--- config.mk ---
export PLATFORM = sky130hd
export DESIGN_NAME = sodrc_top
export DESIGN_NICKNAME = d
export VERILOG_FILES = /design/src/sodrc_pkg.sv /design/src/sodrc_top.sv
export SDC_FILE = /design/constraint.sdc
export NUM_CORES = 2
export LEC_CHECK = 0
export ABC_AREA = 1
export BUFFER_PORTS_ARGS = -buffer_cell sky130_fd_sc_hd__buf_4
export CAP_MARGIN = 0
export CORE_MARGIN = 2
export CORE_UTILIZATION = 45
export CTS_BUF_LIST = sky130_fd_sc_hd__clkbuf_2 sky130_fd_sc_hd__clkbuf_4 sky130_fd_sc_hd__clkbuf_8
export CTS_CLUSTER_DIAMETER = 30
export DETAILED_ROUTE_END_ITERATION = 8
export SYNTH_ARGS = -nofsm -noshare
export SYNTH_HDL_FRONTEND = slang
export SYNTH_SLANG_ARGS = --single-unit
--- constraint.sdc ---
create_clock -name REF_CLK -period 3.35 [get_ports REF_CLK]
set_clock_uncertainty 0.15 [all_clocks]
set_input_delay 0 -clock REF_CLK [delete_from_list [all_inputs] [get_ports REF_CLK]]
set_output_delay 0 -clock REF_CLK [all_outputs]
set_load 0.005 [all_outputs]
--- src/sodrc_pkg.sv ---
// Constants and types for the serial output and route configuration block
// Function
// - Frame-clock source, divide and stretch follow mode and lane count.
// - Half-swing bit halves the output lane drive current.
// - Remap enable changes output resolution only in decimation bypass.
// - Twenty-bit enable gives 20-bit output samples.
// - Remap code 000 gives 18, 001 gives 16, 010 gives 14 bits.
// - Data skew codes: none, advance 50 ps, delay 50 ps, delay 100 ps.
// - Bit-clock skew codes: none, advance 50 ps, delay 50 ps, delay 100 ps.
// - 20-bit frame-clock pattern, reset 0xffc00, shapes the frame clock.
// - In bypass the pattern follows the output resolution automatically.
// - Averaging outputs (A+B)/2 given route 11, average bit 5, filter on, feature path.
// - Route 00 straight, 01 A to both, 10 B to both, 11 average.
// - Feature path 0 bypasses the feature block; 1 passes through it.
// - One enable switches the decimation filter on or off for both channels.
// - Route field acts only while route-apply enable is set.
// - Source 0 is converter frame clock, 1 downconverter; real as bypass.
package sodrc_pkg;
  localparam logic [7:0] ADDR_DRIVE = 8'h1a;
  localparam logic [7:0] ADDR_REMAP = 8'h1b;
  localparam logic [7:0] ADDR_SKEW = 8'h1e;
  localparam logic [7:0] ADDR_PAT_LO = 8'h20;
  localparam logic [7:0] ADDR_PAT_MID = 8'h21;
  localparam logic [7:0] ADDR_PAT_HI = 8'h22;
  localparam logic [7:0] ADDR_ROUTE = 8'h24;
  localparam logic [7:0] RST_BYTE = 8'h00;
  localparam logic [19:0] RST_PAT = 20'hffc00;
  localparam logic [7:0] MASK_DRIVE = 8'h40;
  localparam logic [7:0] MASK_REMAP = 8'hf8;
  localparam logic [7:0] MASK_SKEW = 8'h0f;
  localparam logic [7:0] MASK_PAT_HI = 8'h0f;
  localparam logic [7:0] MASK_ROUTE = 8'h3e;
  localparam int HALF_SWING_BIT = 6;
  localparam int REMAP_EN_BIT = 7;
  localparam int TWENTY_BIT = 6;
  localparam int RES_LSB = 3;
  localparam int DATA_SKEW_LSB = 2;
  localparam int BCLK_SKEW_LSB = 0;
  localparam int AVG_BIT = 5;
  localparam int ROUTE_LSB = 3;
  localparam int FEAT_BIT = 2;
  localparam int DECIM_BIT = 1;
  localparam logic [1:0] ROUTE_STRAIGHT = 2'h0;
  localparam logic [1:0] ROUTE_A_BOTH = 2'h1;
  localparam logic [1:0] ROUTE_B_BOTH = 2'h2;
  localparam logic [1:0] ROUTE_AVG = 2'h3;
  localparam logic [2:0] RES_CODE_18 = 3'h0;
  localparam logic [2:0] RES_CODE_16 = 3'h1;
  localparam logic [2:0] RES_CODE_14 = 3'h2;
  localparam logic [4:0] RES_14 = 5'h0e;
  localparam logic [4:0] RES_16 = 5'h10;
  localparam logic [4:0] RES_18 = 5'h12;
  localparam logic [4:0] RES_20 = 5'h14;
  localparam logic [11:0] DRIVE_NOMINAL_UA = 12'hdac;
  localparam logic [11:0] DRIVE_HALF_UA = 12'h6d6;
  localparam int SKEW_STEP_PS = 50;
  localparam int SAMPLE_W = 14;
  localparam int FRAME_W = 20;
  localparam int FIFO_DEPTH_DEF = 32;
  localparam int BIT_DIV_DEF = 1;
  typedef enum logic [1:0] {MODE_BYPASS, MODE_REAL, MODE_COMPLEX} sodrc_mode_t;
  typedef enum logic [1:0] {LANES_TWO, LANES_ONE, LANES_HALF} sodrc_lanes_t;
endpackage

--- src/sodrc_top.sv ---
// Sample FIFO and serial output and route configuration logic
`timescale 1ns/1ns
`default_nettype none

module sodrc_fifo
  import sodrc_pkg::*;
#(
  parameter int WIDTH = 2 * SAMPLE_W,
  parameter int DEPTH = FIFO_DEPTH_DEF
)
(
  // Clock and reset
  input wire logic clk,
  input wire logic rst,
  // Fill side
  input wire logic in_valid,
  input wire logic [WIDTH-1:0] in_data,
  output logic in_ready,
  // Drain side
  output logic out_valid,
  output logic [WIDTH-1:0] out_data,
  input wire logic out_ready
);
  localparam int AW = $clog2(DEPTH);
  localparam logic [AW-1:0] LAST = AW'(DEPTH - 1);
  localparam logic [AW:0] FULL_CNT = (AW+1)'(DEPTH);

  typedef struct packed {
    logic [DEPTH-1:0][WIDTH-1:0] mem;
    logic [AW-1:0] wr;
    logic [AW-1:0] rd;
    logic [AW:0] cnt;
    logic full;
  } sodrc_fifo_state_t;

  sodrc_fifo_state_t s_q;
  sodrc_fifo_state_t s_d;

  always_comb
  begin
    logic push;
    logic pop;
    push = in_valid && !s_q.full;
    pop = out_ready && (s_q.cnt != '0);
    s_d = s_q;
    if (push)
    begin
      s_d.mem[s_q.wr] = in_data;
      s_d.wr = (s_q.wr == LAST) ? '0 : AW'(s_q.wr + 1'b1);
    end
    if (pop)
      s_d.rd = (s_q.rd == LAST) ? '0 : AW'(s_q.rd + 1'b1);
    if (push && !pop)
      s_d.cnt = (AW+1)'(s_q.cnt + 1'b1);
    else if (pop && !push)
      s_d.cnt = (AW+1)'(s_q.cnt - 1'b1);
    s_d.full = (s_d.cnt == FULL_CNT);
  end

  always_ff @(posedge clk)
  begin
    if (rst)
      s_q <= '0;
    else
      s_q <= s_d;
  end

  assign in_ready = !s_q.full;
  assign out_valid = (s_q.cnt != '0);
  assign out_data = s_q.mem[s_q.rd];
endmodule

module sodrc_top
  import sodrc_pkg::*;
#(
  parameter int FIFO_DEPTH = FIFO_DEPTH_DEF,
  parameter int BIT_DIV = BIT_DIV_DEF
)
(
  // Clock and reset
  input wire logic REF_CLK,
  input wire logic RST,
  // Register port
  input wire logic REG_WR,
  input wire logic REG_RD,
  input wire logic [7:0] REG_ADDR,
  input wire logic [7:0] REG_WDATA,
  output logic [7:0] REG_RDATA,
  // Operating mode
  input wire sodrc_mode_t MODE,
  input wire sodrc_lanes_t LANES,
  input wire logic ROUTE_APPLY,
  // Converter samples
  input wire logic [SAMPLE_W-1:0] SAMPLE_A,
  input wire logic [SAMPLE_W-1:0] SAMPLE_B,
  input wire logic SAMPLE_VALID,
  output logic SAMPLE_READY,
  // Serial link
  output logic LANE_A,
  output logic LANE_B,
  output logic FRAME_CLOCK,
  output logic SERIAL_BIT_STROBE,
  // Frame clock and drive settings
  output logic FRAME_CLOCK_SOURCE_SELECT,
  output logic FRAME_CLOCK_DIVIDE,
  output logic FRAME_CLOCK_STRETCH,
  output logic [11:0] DRIVE_CURRENT_UA,
  output logic signed [2:0] DATA_SKEW_STEPS,
  output logic signed [2:0] BIT_CLOCK_SKEW_STEPS,
  output logic [4:0] OUT_RES,
  // Feature path status
  output logic FILTER_ENABLE,
  output logic FEATURE_PATH
);
  localparam int DW = $clog2(BIT_DIV + 1);
  localparam logic [DW-1:0] DIV_LAST = DW'(BIT_DIV - 1);

  typedef struct packed {
    logic [7:0] drive;
    logic [7:0] remap;
    logic [7:0] skew;
    logic [7:0] route;
    logic [19:0] pat;
    logic [7:0] rdata;
    logic [4:0] res;
    logic [19:0] pat_eff;
    logic src;
    logic div;
    logic stretch;
    logic [11:0] current;
    logic signed [2:0] dskew;
    logic signed [2:0] cskew;
    logic [1:0] route_eff;
    logic [DW-1:0] div_cnt;
    logic bit_en;
    logic [4:0] bit_idx;
    logic [19:0] sh_a;
    logic [19:0] sh_b;
    logic [19:0] sh_p;
    logic lane_a;
    logic lane_b;
    logic frame;
    logic strobe;
  } sodrc_top_state_t;

  sodrc_top_state_t s_q;
  sodrc_top_state_t s_d;
  logic [2*SAMPLE_W-1:0] push_data;
  logic [2*SAMPLE_W-1:0] pop_data;
  logic pop_valid;
  logic pop_ready;
  logic fifo_ready;

  // Skew code to signed 50 ps steps
  function automatic logic signed [2:0] skew_steps(input logic [1:0] code);
    case (code)
      2'h1: skew_steps = -3'sd1;
      2'h2: skew_steps = 3'sd1;
      2'h3: skew_steps = 3'sd2;
      default: skew_steps = 3'sd0;
    endcase
  endfunction

  // Pattern high for the first half of a frame
  function automatic logic [19:0] auto_pat(input logic [4:0] res);
    auto_pat = ~(20'hfffff >> res[4:1]);
  endfunction

  // Sample left-justified into a frame word
  function automatic logic [19:0] frame_word(input logic [SAMPLE_W-1:0] v);
    frame_word = {v, (FRAME_W - SAMPLE_W)'(0)};
  endfunction

  // Routing in front of the downconverters
  always_comb
  begin
    logic [SAMPLE_W:0] sum;
    logic [SAMPLE_W-1:0] avg;
    logic [SAMPLE_W-1:0] a;
    logic [SAMPLE_W-1:0] b;
    sum = {SAMPLE_A[SAMPLE_W-1], SAMPLE_A} + {SAMPLE_B[SAMPLE_W-1], SAMPLE_B};
    avg = sum[SAMPLE_W:1];
    a = SAMPLE_A;
    b = SAMPLE_B;
    if (s_q.route[FEAT_BIT])
    begin
      case (s_q.route_eff)
        ROUTE_A_BOTH: b = SAMPLE_A;
        ROUTE_B_BOTH: a = SAMPLE_B;
        ROUTE_AVG:
        begin
          if (s_q.route[AVG_BIT] && s_q.route[DECIM_BIT])
          begin
            a = avg;
            b = avg;
          end
          else
            b = SAMPLE_A;
        end
        default:
        begin
          a = SAMPLE_A;
          b = SAMPLE_B;
        end
      endcase
    end
    push_data = {a, b};
  end

  sodrc_fifo #(
    .WIDTH(2 * SAMPLE_W),
    .DEPTH(FIFO_DEPTH)
  ) u_fifo (
    .clk(REF_CLK),
    .rst(RST),
    .in_valid(SAMPLE_VALID),
    .in_data(push_data),
    .in_ready(fifo_ready),
    .out_valid(pop_valid),
    .out_data(pop_data),
    .out_ready(pop_ready)
  );

  assign pop_ready = s_q.bit_en && (s_q.bit_idx == '0);

  always_comb
  begin
    logic [19:0] na;
    logic [19:0] nb;
    logic [19:0] np;
    na = s_q.sh_a;
    nb = s_q.sh_b;
    np = s_q.sh_p;
    s_d = s_q;
    // Register writes
    if (REG_WR)
    begin
      case (REG_ADDR)
        ADDR_DRIVE: s_d.drive = REG_WDATA & MASK_DRIVE;
        ADDR_REMAP: s_d.remap = REG_WDATA & MASK_REMAP;
        ADDR_SKEW: s_d.skew = REG_WDATA & MASK_SKEW;
        ADDR_PAT_LO: s_d.pat[7:0] = REG_WDATA;
        ADDR_PAT_MID: s_d.pat[15:8] = REG_WDATA;
        ADDR_PAT_HI: s_d.pat[19:16] = REG_WDATA[3:0] & MASK_PAT_HI[3:0];
        ADDR_ROUTE: s_d.route = REG_WDATA & MASK_ROUTE;
        default: s_d.drive = s_q.drive;
      endcase
    end
    // Register reads, unmapped reads give zero
    if (REG_RD)
    begin
      case (REG_ADDR)
        ADDR_DRIVE: s_d.rdata = s_q.drive;
        ADDR_REMAP: s_d.rdata = s_q.remap;
        ADDR_SKEW: s_d.rdata = s_q.skew;
        ADDR_PAT_LO: s_d.rdata = s_q.pat[7:0];
        ADDR_PAT_MID: s_d.rdata = s_q.pat[15:8];
        ADDR_PAT_HI: s_d.rdata = {4'h0, s_q.pat[19:16]};
        ADDR_ROUTE: s_d.rdata = s_q.route;
        default: s_d.rdata = 8'h00;
      endcase
    end
    // Output resolution
    if (s_q.remap[TWENTY_BIT])
      s_d.res = RES_20;
    else if (MODE == MODE_REAL)
      s_d.res = RES_18;
    else if (MODE == MODE_COMPLEX)
      s_d.res = RES_16;
    else if (s_q.remap[REMAP_EN_BIT])
    begin
      case (s_q.remap[RES_LSB+:3])
        RES_CODE_18: s_d.res = RES_18;
        RES_CODE_16: s_d.res = RES_16;
        default: s_d.res = RES_14;
      endcase
    end
    else
      s_d.res = RES_14;
    // Frame-clock pattern in use
    if (MODE == MODE_BYPASS)
      s_d.pat_eff = auto_pat(s_d.res);
    else
      s_d.pat_eff = s_q.pat;
    // Frame-clock source, divide and stretch
    s_d.src = (MODE == MODE_COMPLEX) && (LANES != LANES_HALF);
    s_d.div = (MODE != MODE_COMPLEX) && (LANES == LANES_TWO);
    s_d.stretch = (MODE == MODE_COMPLEX) && (LANES == LANES_HALF);
    s_d.current = s_q.drive[HALF_SWING_BIT] ? DRIVE_HALF_UA
                                             : DRIVE_NOMINAL_UA;
    s_d.dskew = skew_steps(s_q.skew[DATA_SKEW_LSB+:2]);
    s_d.cskew = skew_steps(s_q.skew[BCLK_SKEW_LSB+:2]);
    s_d.route_eff = ROUTE_APPLY ? s_q.route[ROUTE_LSB+:2]
                                : ROUTE_STRAIGHT;
    // Serial bit period enable
    s_d.div_cnt = (s_q.div_cnt >= DIV_LAST) ? '0 : DW'(s_q.div_cnt + 1'b1);
    s_d.bit_en = (s_q.div_cnt >= DIV_LAST);
    s_d.strobe = s_q.bit_en;
    // Serializer, MSB first, frame clock in step with the lanes
    if (s_q.bit_en)
    begin
      if (s_q.bit_idx == '0)
      begin
        na = pop_valid ? frame_word(pop_data[2*SAMPLE_W-1:SAMPLE_W]) : '0;
        nb = pop_valid ? frame_word(pop_data[SAMPLE_W-1:0]) : '0;
        np = s_q.pat_eff;
      end
      s_d.lane_a = na[19];
      s_d.lane_b = nb[19];
      s_d.frame = np[19];
      s_d.sh_a = {na[18:0], 1'b0};
      s_d.sh_b = {nb[18:0], 1'b0};
      s_d.sh_p = {np[18:0], 1'b0};
      if (s_q.bit_idx >= 5'(s_q.res - 5'h01))
        s_d.bit_idx = '0;
      else
        s_d.bit_idx = 5'(s_q.bit_idx + 5'h01);
    end
  end

  always_ff @(posedge REF_CLK)
  begin
    if (RST)
    begin
      s_q <= '0;
      s_q.drive <= RST_BYTE;
      s_q.remap <= RST_BYTE;
      s_q.skew <= RST_BYTE;
      s_q.route <= RST_BYTE;
      s_q.pat <= RST_PAT;
      s_q.pat_eff <= RST_PAT;
      s_q.res <= RES_14;
      s_q.current <= DRIVE_NOMINAL_UA;
    end
    else
      s_q <= s_d;
  end

  assign REG_RDATA = s_q.rdata;
  assign SAMPLE_READY = fifo_ready;
  assign LANE_A = s_q.lane_a;
  assign LANE_B = s_q.lane_b;
  assign FRAME_CLOCK = s_q.frame;
  assign SERIAL_BIT_STROBE = s_q.strobe;
  assign FRAME_CLOCK_SOURCE_SELECT = s_q.src;
  assign FRAME_CLOCK_DIVIDE = s_q.div;
  assign FRAME_CLOCK_STRETCH = s_q.stretch;
  assign DRIVE_CURRENT_UA = s_q.current;
  assign DATA_SKEW_STEPS = s_q.dskew;
  assign BIT_CLOCK_SKEW_STEPS = s_q.cskew;
  assign OUT_RES = s_q.res;
  assign FILTER_ENABLE = s_q.route[DECIM_BIT];
  assign FEATURE_PATH = s_q.route[FEAT_BIT];

  property p_src;
    @(posedge REF_CLK) disable iff (RST)
    (MODE == MODE_COMPLEX && LANES != LANES_HALF)
      |=> FRAME_CLOCK_SOURCE_SELECT;
  endproperty
  a_src: assert property (p_src)
    else $error("frame clock source not downconverter");

  property p_stretch;
    @(posedge REF_CLK) disable iff (RST)
    FRAME_CLOCK_STRETCH |-> !FRAME_CLOCK_SOURCE_SELECT && !FRAME_CLOCK_DIVIDE;
  endproperty
  a_stretch: assert property (p_stretch)
    else $error("stretch with source or divide set");

  property p_half;
    @(posedge REF_CLK) disable iff (RST)
    s_q.drive[HALF_SWING_BIT] |=> DRIVE_CURRENT_UA == DRIVE_HALF_UA;
  endproperty
  a_half: assert property (p_half)
    else $error("half swing current wrong");

  property p_twenty;
    @(posedge REF_CLK) disable iff (RST)
    s_q.remap[TWENTY_BIT] |=> OUT_RES == RES_20;
  endproperty
  a_twenty: assert property (p_twenty)
    else $error("twenty bit output not selected");

  property p_cplx_res;
    @(posedge REF_CLK) disable iff (RST)
    (MODE == MODE_COMPLEX && !s_q.remap[TWENTY_BIT]) |=> OUT_RES == RES_16;
  endproperty
  a_cplx_res: assert property (p_cplx_res)
    else $error("remap acted outside bypass");

  property p_code16;
    @(posedge REF_CLK) disable iff (RST)
    (MODE == MODE_BYPASS && s_q.remap[REMAP_EN_BIT] && !s_q.remap[TWENTY_BIT]
     && s_q.remap[RES_LSB+:3] == RES_CODE_16) |=> OUT_RES == RES_16;
  endproperty
  a_code16: assert property (p_code16)
    else $error("remap code 001 not 16 bit");

  property p_dskew;
    @(posedge REF_CLK) disable iff (RST)
    s_q.skew[DATA_SKEW_LSB+:2] == 2'h3 |=> DATA_SKEW_STEPS == 3'sd2;
  endproperty
  a_dskew: assert property (p_dskew)
    else $error("data skew not two steps late");

  property p_cskew;
    @(posedge REF_CLK) disable iff (RST)
    s_q.skew[BCLK_SKEW_LSB+:2] == 2'h1 |=> BIT_CLOCK_SKEW_STEPS == -3'sd1;
  endproperty
  a_cskew: assert property (p_cskew)
    else $error("bit clock skew not one step early");

  property p_pat;
    @(posedge REF_CLK) disable iff (RST)
    MODE != MODE_BYPASS |=> s_q.pat_eff == $past(s_q.pat);
  endproperty
  a_pat: assert property (p_pat)
    else $error("programmed pattern not in use");

  property p_frame;
    @(posedge REF_CLK) disable iff (RST)
    (s_q.bit_en && s_q.bit_idx == '0)
      |=> FRAME_CLOCK == $past(s_q.pat_eff[19]);
  endproperty
  a_frame: assert property (p_frame)
    else $error("frame clock does not start with pattern msb");

  property p_route;
    @(posedge REF_CLK) disable iff (RST)
    !ROUTE_APPLY |=> s_q.route_eff == ROUTE_STRAIGHT;
  endproperty
  a_route: assert property (p_route)
    else $error("route applied without enable");
endmodule

`default_nettype wire

==> impl_metrics.ini <==
[routing]
met3_wire_len_um = 15100
wl_met2_um = 83800
drc = 0
vias = 54100
first_pass_iters = 6
aggregate_routed_wire_length_um = 186000
drt_first_iter_violations = 5543
maxUsedRoutingLayer = met4
routed_wire_length_per_instance_um = 18.3
wire_length_the_detailed_router_placed_on_met1_um = 81300
detail_route.vias_per_cell = 5.30
route.antenna.remaining_nets = 0

[grt]
wire_length_of_the_first_global_routing_pass_um = 288000
total_grt_usage_pct = 30.0
grt-ovfl-total = 0
largest_net_degree_at_the_start_of_global_routing = 131
grt_pass1_vias = 50200
number_of_antenna_violations_at_the_first_check_in_global_routing = 3

[worst_setup_path]
critical_path_buf_inv_count = 7
critical_path_type = primary input to register
crit_slowest_cell = sky130_fd_sc_hd__dlygate4sd3_1
setup.worst_path.end_class = register
path_max_fanout = 3
worst_ep_required_time_ns = 4.13
crit_path_start_kind = primary input
r2r_setup_slack_ns = 0.28
timing.critical_path.cells = dlygate4sd3_1 > buf_4 > dlygate4sd3_1 > inv_1 > nor3_1 > nand3_1 > dlygate4sd3_1 > nor2_1 > dlygate4sd3_1 > nand2_1 > o21ai_0 > o21ai_0 > dlygate4sd3_1 > a21oi_1
critPathMostFrequentCell = sky130_fd_sc_hd__dlygate4sd3_1
timing.critical_path.max_delay_family = buffers and inverters
critPathArrivalTime_ns = 3.98
timing.critical_path.slowest_cell_delay_ns = 0.59

[logic_synthesis]
synth_cell_type_count = 48
synthesis.instances = 8429
average_footprint_of_a_synthesized_cell_sq_um = 6.30
synth.yosys.warnings = 0
synth-async-reset-ratio_pct = 0
syn_area_sq_um = 53100
synth_enable_flop_cells = 0
number_of_register_bits_inferred_by_synthesis = 1048
ys_dominant_reg_cell = sky130_fd_sc_hd__dfxtp_1
fraction_of_the_yosys_area_taken_by_sequential_cells_pct = 39.5

[clocking]
cts_htree_levels = 5
clock_sink_count = 1048
clkLatencyLatePin_ns = 1.00
path_clk_slew_ns = 0.06
tritoncts_clock_tree = yes
total_cts_buffers = 289
cts-root-buf = sky130_fd_sc_hd__clkbuf_8
cts.repair_timing.setup_buffer_count = 0
maximum_root_to_sink_buffer_count = 4

[die]
core_sq_um = 118000
boundaryPins = 95
initial_utilization_pct = 45.2
fp.dieArea_sq_um = 121000
dieHeight_um = 348
num_rows = 126
floorplan.die.width_um = 348

[sta]
tightestPinTransition_ns = 0.952
grt_setup_unrepaired = false
timing.setup.tns_ns = 0
final_period_minus_worst_setup_slack_ns = 3.20
maxClockFrequency_ghz = 0.312
slew_viol_final = 0
period_share_pct = 95.6
max-slew-margin-rel_pct = 36.2
final_report_hold_violation_count = 0
setup_violations = 0

[final_layout]
syn_to_final_growth_pct = 17.6
utilization_pct = 53.1
drive_above_1_share_pct = 9.63
layout.cell_area.non_filler_sq_um = 62500
finish.net_count = 8547

[placement]
place.port_buffers = 89
place_area_sq_um = 54800
gp_routability_congestion = 0.861
post-dp-hpwl_um = 107000

[power]
design_power_w = 0.0377
power_density_nw_per_um2 = 603
highest_ir_drop_seen_on_vdd_mv = 0.423
p_leak_nw = 30.4

[hold_path]
hold_path.class = primary input to register

[flow_run]
cap_viol_max_count = 0

[outcome]
run_status = finished clean
-- path summary, 6_finish.rpt --
kind | end | from | cells past startpoint
max reg2reg | u_fifo.s_q[603] | FILTER_ENABLE | 11
max | REG_RDATA[6] | REG_ADDR[4] | 14
min | u_fifo.s_q[579] | RST | 5
min reg2reg | s_q[10] | s_q[9] | 2
-- metal layers --
layer | up-vias | global-route usage [%]
li1 | 26300 | -
met1 | 25100 | 40.1
met2 | 2297 | 48.0
met3 | 393 | 5.65
met4 | 0 | 11.6
met5 | - | 0
-- logic make-up (layout without fill, tap and decap cells) --
group	Yosys count	count (layout)	synth area share, %
AO/OA/AOI/OAI	1482	1482	14.8
XOR/XNOR	15	15	0.247
adder cells (fa/ha/maj)	37	37	0.885
buffers and inverters	1858	2086	14.3
flip-flops	1048	1048	39.5
other	2	7	0.0141
AND/OR/NAND/NOR	3987	3987	30.2
-- cell usage in the layout, fill, tap and decap left out, types with 8 or more instances in the layout --
cell,instances
sky130_fd_sc_hd__nor2_1,1705
sky130_fd_sc_hd__nand2_1,1456
sky130_fd_sc_hd__inv_1,1184
sky130_fd_sc_hd__dfxtp_1,1043
sky130_fd_sc_hd__o21ai_0,772
sky130_fd_sc_hd__nand3_1,735
sky130_fd_sc_hd__a21oi_1,442
sky130_fd_sc_hd__clkbuf_8,351
sky130_fd_sc_hd__buf_4,213
sky130_fd_sc_hd__dlygate4sd3_1,125
sky130_fd_sc_hd__o22ai_1,84
sky130_fd_sc_hd__a21boi_0,72
sky130_fd_sc_hd__clkinv_2,54
sky130_fd_sc_hd__buf_12,46
sky130_fd_sc_hd__clkbuf_4,40
sky130_fd_sc_hd__ha_1,36
sky130_fd_sc_hd__o21ai_1,34
sky130_fd_sc_hd__nor2_4,31
sky130_fd_sc_hd__bufinv_16,30
sky130_fd_sc_hd__a211oi_1,25
sky130_fd_sc_hd__a31oi_1,19
sky130_fd_sc_hd__nor3_1,17
sky130_fd_sc_hd__clkinvlp_4,16
sky130_fd_sc_hd__nand4_1,14
sky130_fd_sc_hd__o211ai_1,14
sky130_fd_sc_hd__inv_2,11
sky130_fd_sc_hd__xor2_1,10
sky130_fd_sc_hd__nand2_2,8
-- what timing repair did --
action                                 CTS  global route
setup endpoints to repair                0            63
gates resized for setup                  0             3
hold buffers                           127             1
endpoints found under the hold margin  992            11
-- worst min-delay path, cell delays in order --
cell and delay, ns:
sky130_fd_sc_hd__dlygate4sd3_1 0.56, sky130_fd_sc_hd__buf_8 0.28, sky130_fd_sc_hd__nor2_1 0.18, sky130_fd_sc_hd__o21ai_1 0.06
sky130_fd_sc_hd__inv_1 0.04
-- cell usage after synthesis (2+ instances only) --
| cell type | number | area [sq um] |
|---|---|---|
| sky130_fd_sc_hd__a211oi_1 | 25 | 188 |
| sky130_fd_sc_hd__a21boi_0 | 72 | 541 |
| sky130_fd_sc_hd__a21o_1 | 2 | 15.0 |
| sky130_fd_sc_hd__a21oi_1 | 442 | 2210 |
| sky130_fd_sc_hd__a21oi_2 | 3 | 26.3 |
| sky130_fd_sc_hd__a22o_1 | 2 | 17.5 |
| sky130_fd_sc_hd__a31oi_1 | 19 | 119 |
| sky130_fd_sc_hd__buf_1 | 72 | 270 |
| sky130_fd_sc_hd__buf_2 | 198 | 991 |
| sky130_fd_sc_hd__buf_4 | 77 | 578 |
| sky130_fd_sc_hd__buf_6 | 13 | 146 |
| sky130_fd_sc_hd__clkbuf_1 | 291 | 1090 |
| sky130_fd_sc_hd__clkinv_1 | 4 | 15.0 |
| sky130_fd_sc_hd__conb_1 | 2 | 7.51 |
| sky130_fd_sc_hd__dfxtp_1 | 1048 | 21000 |
| sky130_fd_sc_hd__ha_1 | 36 | 450 |
| sky130_fd_sc_hd__inv_1 | 1187 | 4460 |
| sky130_fd_sc_hd__inv_2 | 14 | 52.6 |
| sky130_fd_sc_hd__nand2_1 | 1456 | 5470 |
| sky130_fd_sc_hd__nand2_2 | 9 | 56.3 |
| sky130_fd_sc_hd__nand3_1 | 735 | 3680 |
| sky130_fd_sc_hd__nand4_1 | 14 | 87.6 |
| sky130_fd_sc_hd__nor2_1 | 1733 | 6500 |
| sky130_fd_sc_hd__nor2_2 | 7 | 43.8 |
| sky130_fd_sc_hd__nor3_1 | 17 | 85.1 |
| sky130_fd_sc_hd__nor4_1 | 5 | 31.3 |
| sky130_fd_sc_hd__o2111ai_1 | 4 | 35.0 |
| sky130_fd_sc_hd__o211ai_1 | 14 | 105 |
| sky130_fd_sc_hd__o21ai_0 | 772 | 3860 |
| sky130_fd_sc_hd__o21ai_1 | 34 | 170 |
| sky130_fd_sc_hd__o221ai_1 | 2 | 17.5 |
| sky130_fd_sc_hd__o22ai_1 | 84 | 526 |
| sky130_fd_sc_hd__o31ai_1 | 4 | 30.0 |
| sky130_fd_sc_hd__or2_2 | 5 | 31.3 |
| sky130_fd_sc_hd__xnor2_1 | 5 | 43.8 |
| sky130_fd_sc_hd__xor2_1 | 10 | 87.6 |
-- layout make-up --
type                            instances  area [sq um]
Tap cell                             1536          1920
Inverter                             1205          4540
Clock inverter                        104          1340
Timing Repair inverter                  1          5.00
Sequential cell                      1048         21000
Timing Repair Buffer                  385          3790
Fill cell                           11700         55100
Multi-Input combinational cell       5526         24800
Antenna cell                            2          5.00
Clock buffer                          391          5130
-- state kept, by name, indices dropped and copies added, names as in the netlist, 2 cells and up --
| signal | cells |
|---|---|
| u_fifo.s_q | 913 |
| s_q | 105 |
| REG_RDATA | 8 |
| OUT_RES | 4 |
| BIT_CLOCK_SKEW_STEPS | 3 |
| DATA_SKEW_STEPS | 3 |
| DRIVE_CURRENT_UA | 2 |
-- report_power, final --
part / internal (W) / switching [W]
logic: 0.00169 / 0.00408
clock network: 0.0122 / 0.00671
registers: 0.0128 / 0.000212
total: 0.0267 / 0.0110
-- per-stage QoR --
stage	instances	hold WS [ns]	worst slack [ns]
floorplan	8432	-0.0730	1.45
global placement	9575	0.0252	0.750
detailed placement	9575	0.0277	0.688
CTS	10200	0.0000685	0.0289
global route	10200	0.0932	0.0102
finish	10200	0.0977	0.148
No activity file was read; power rests on OpenSTA's default activity.
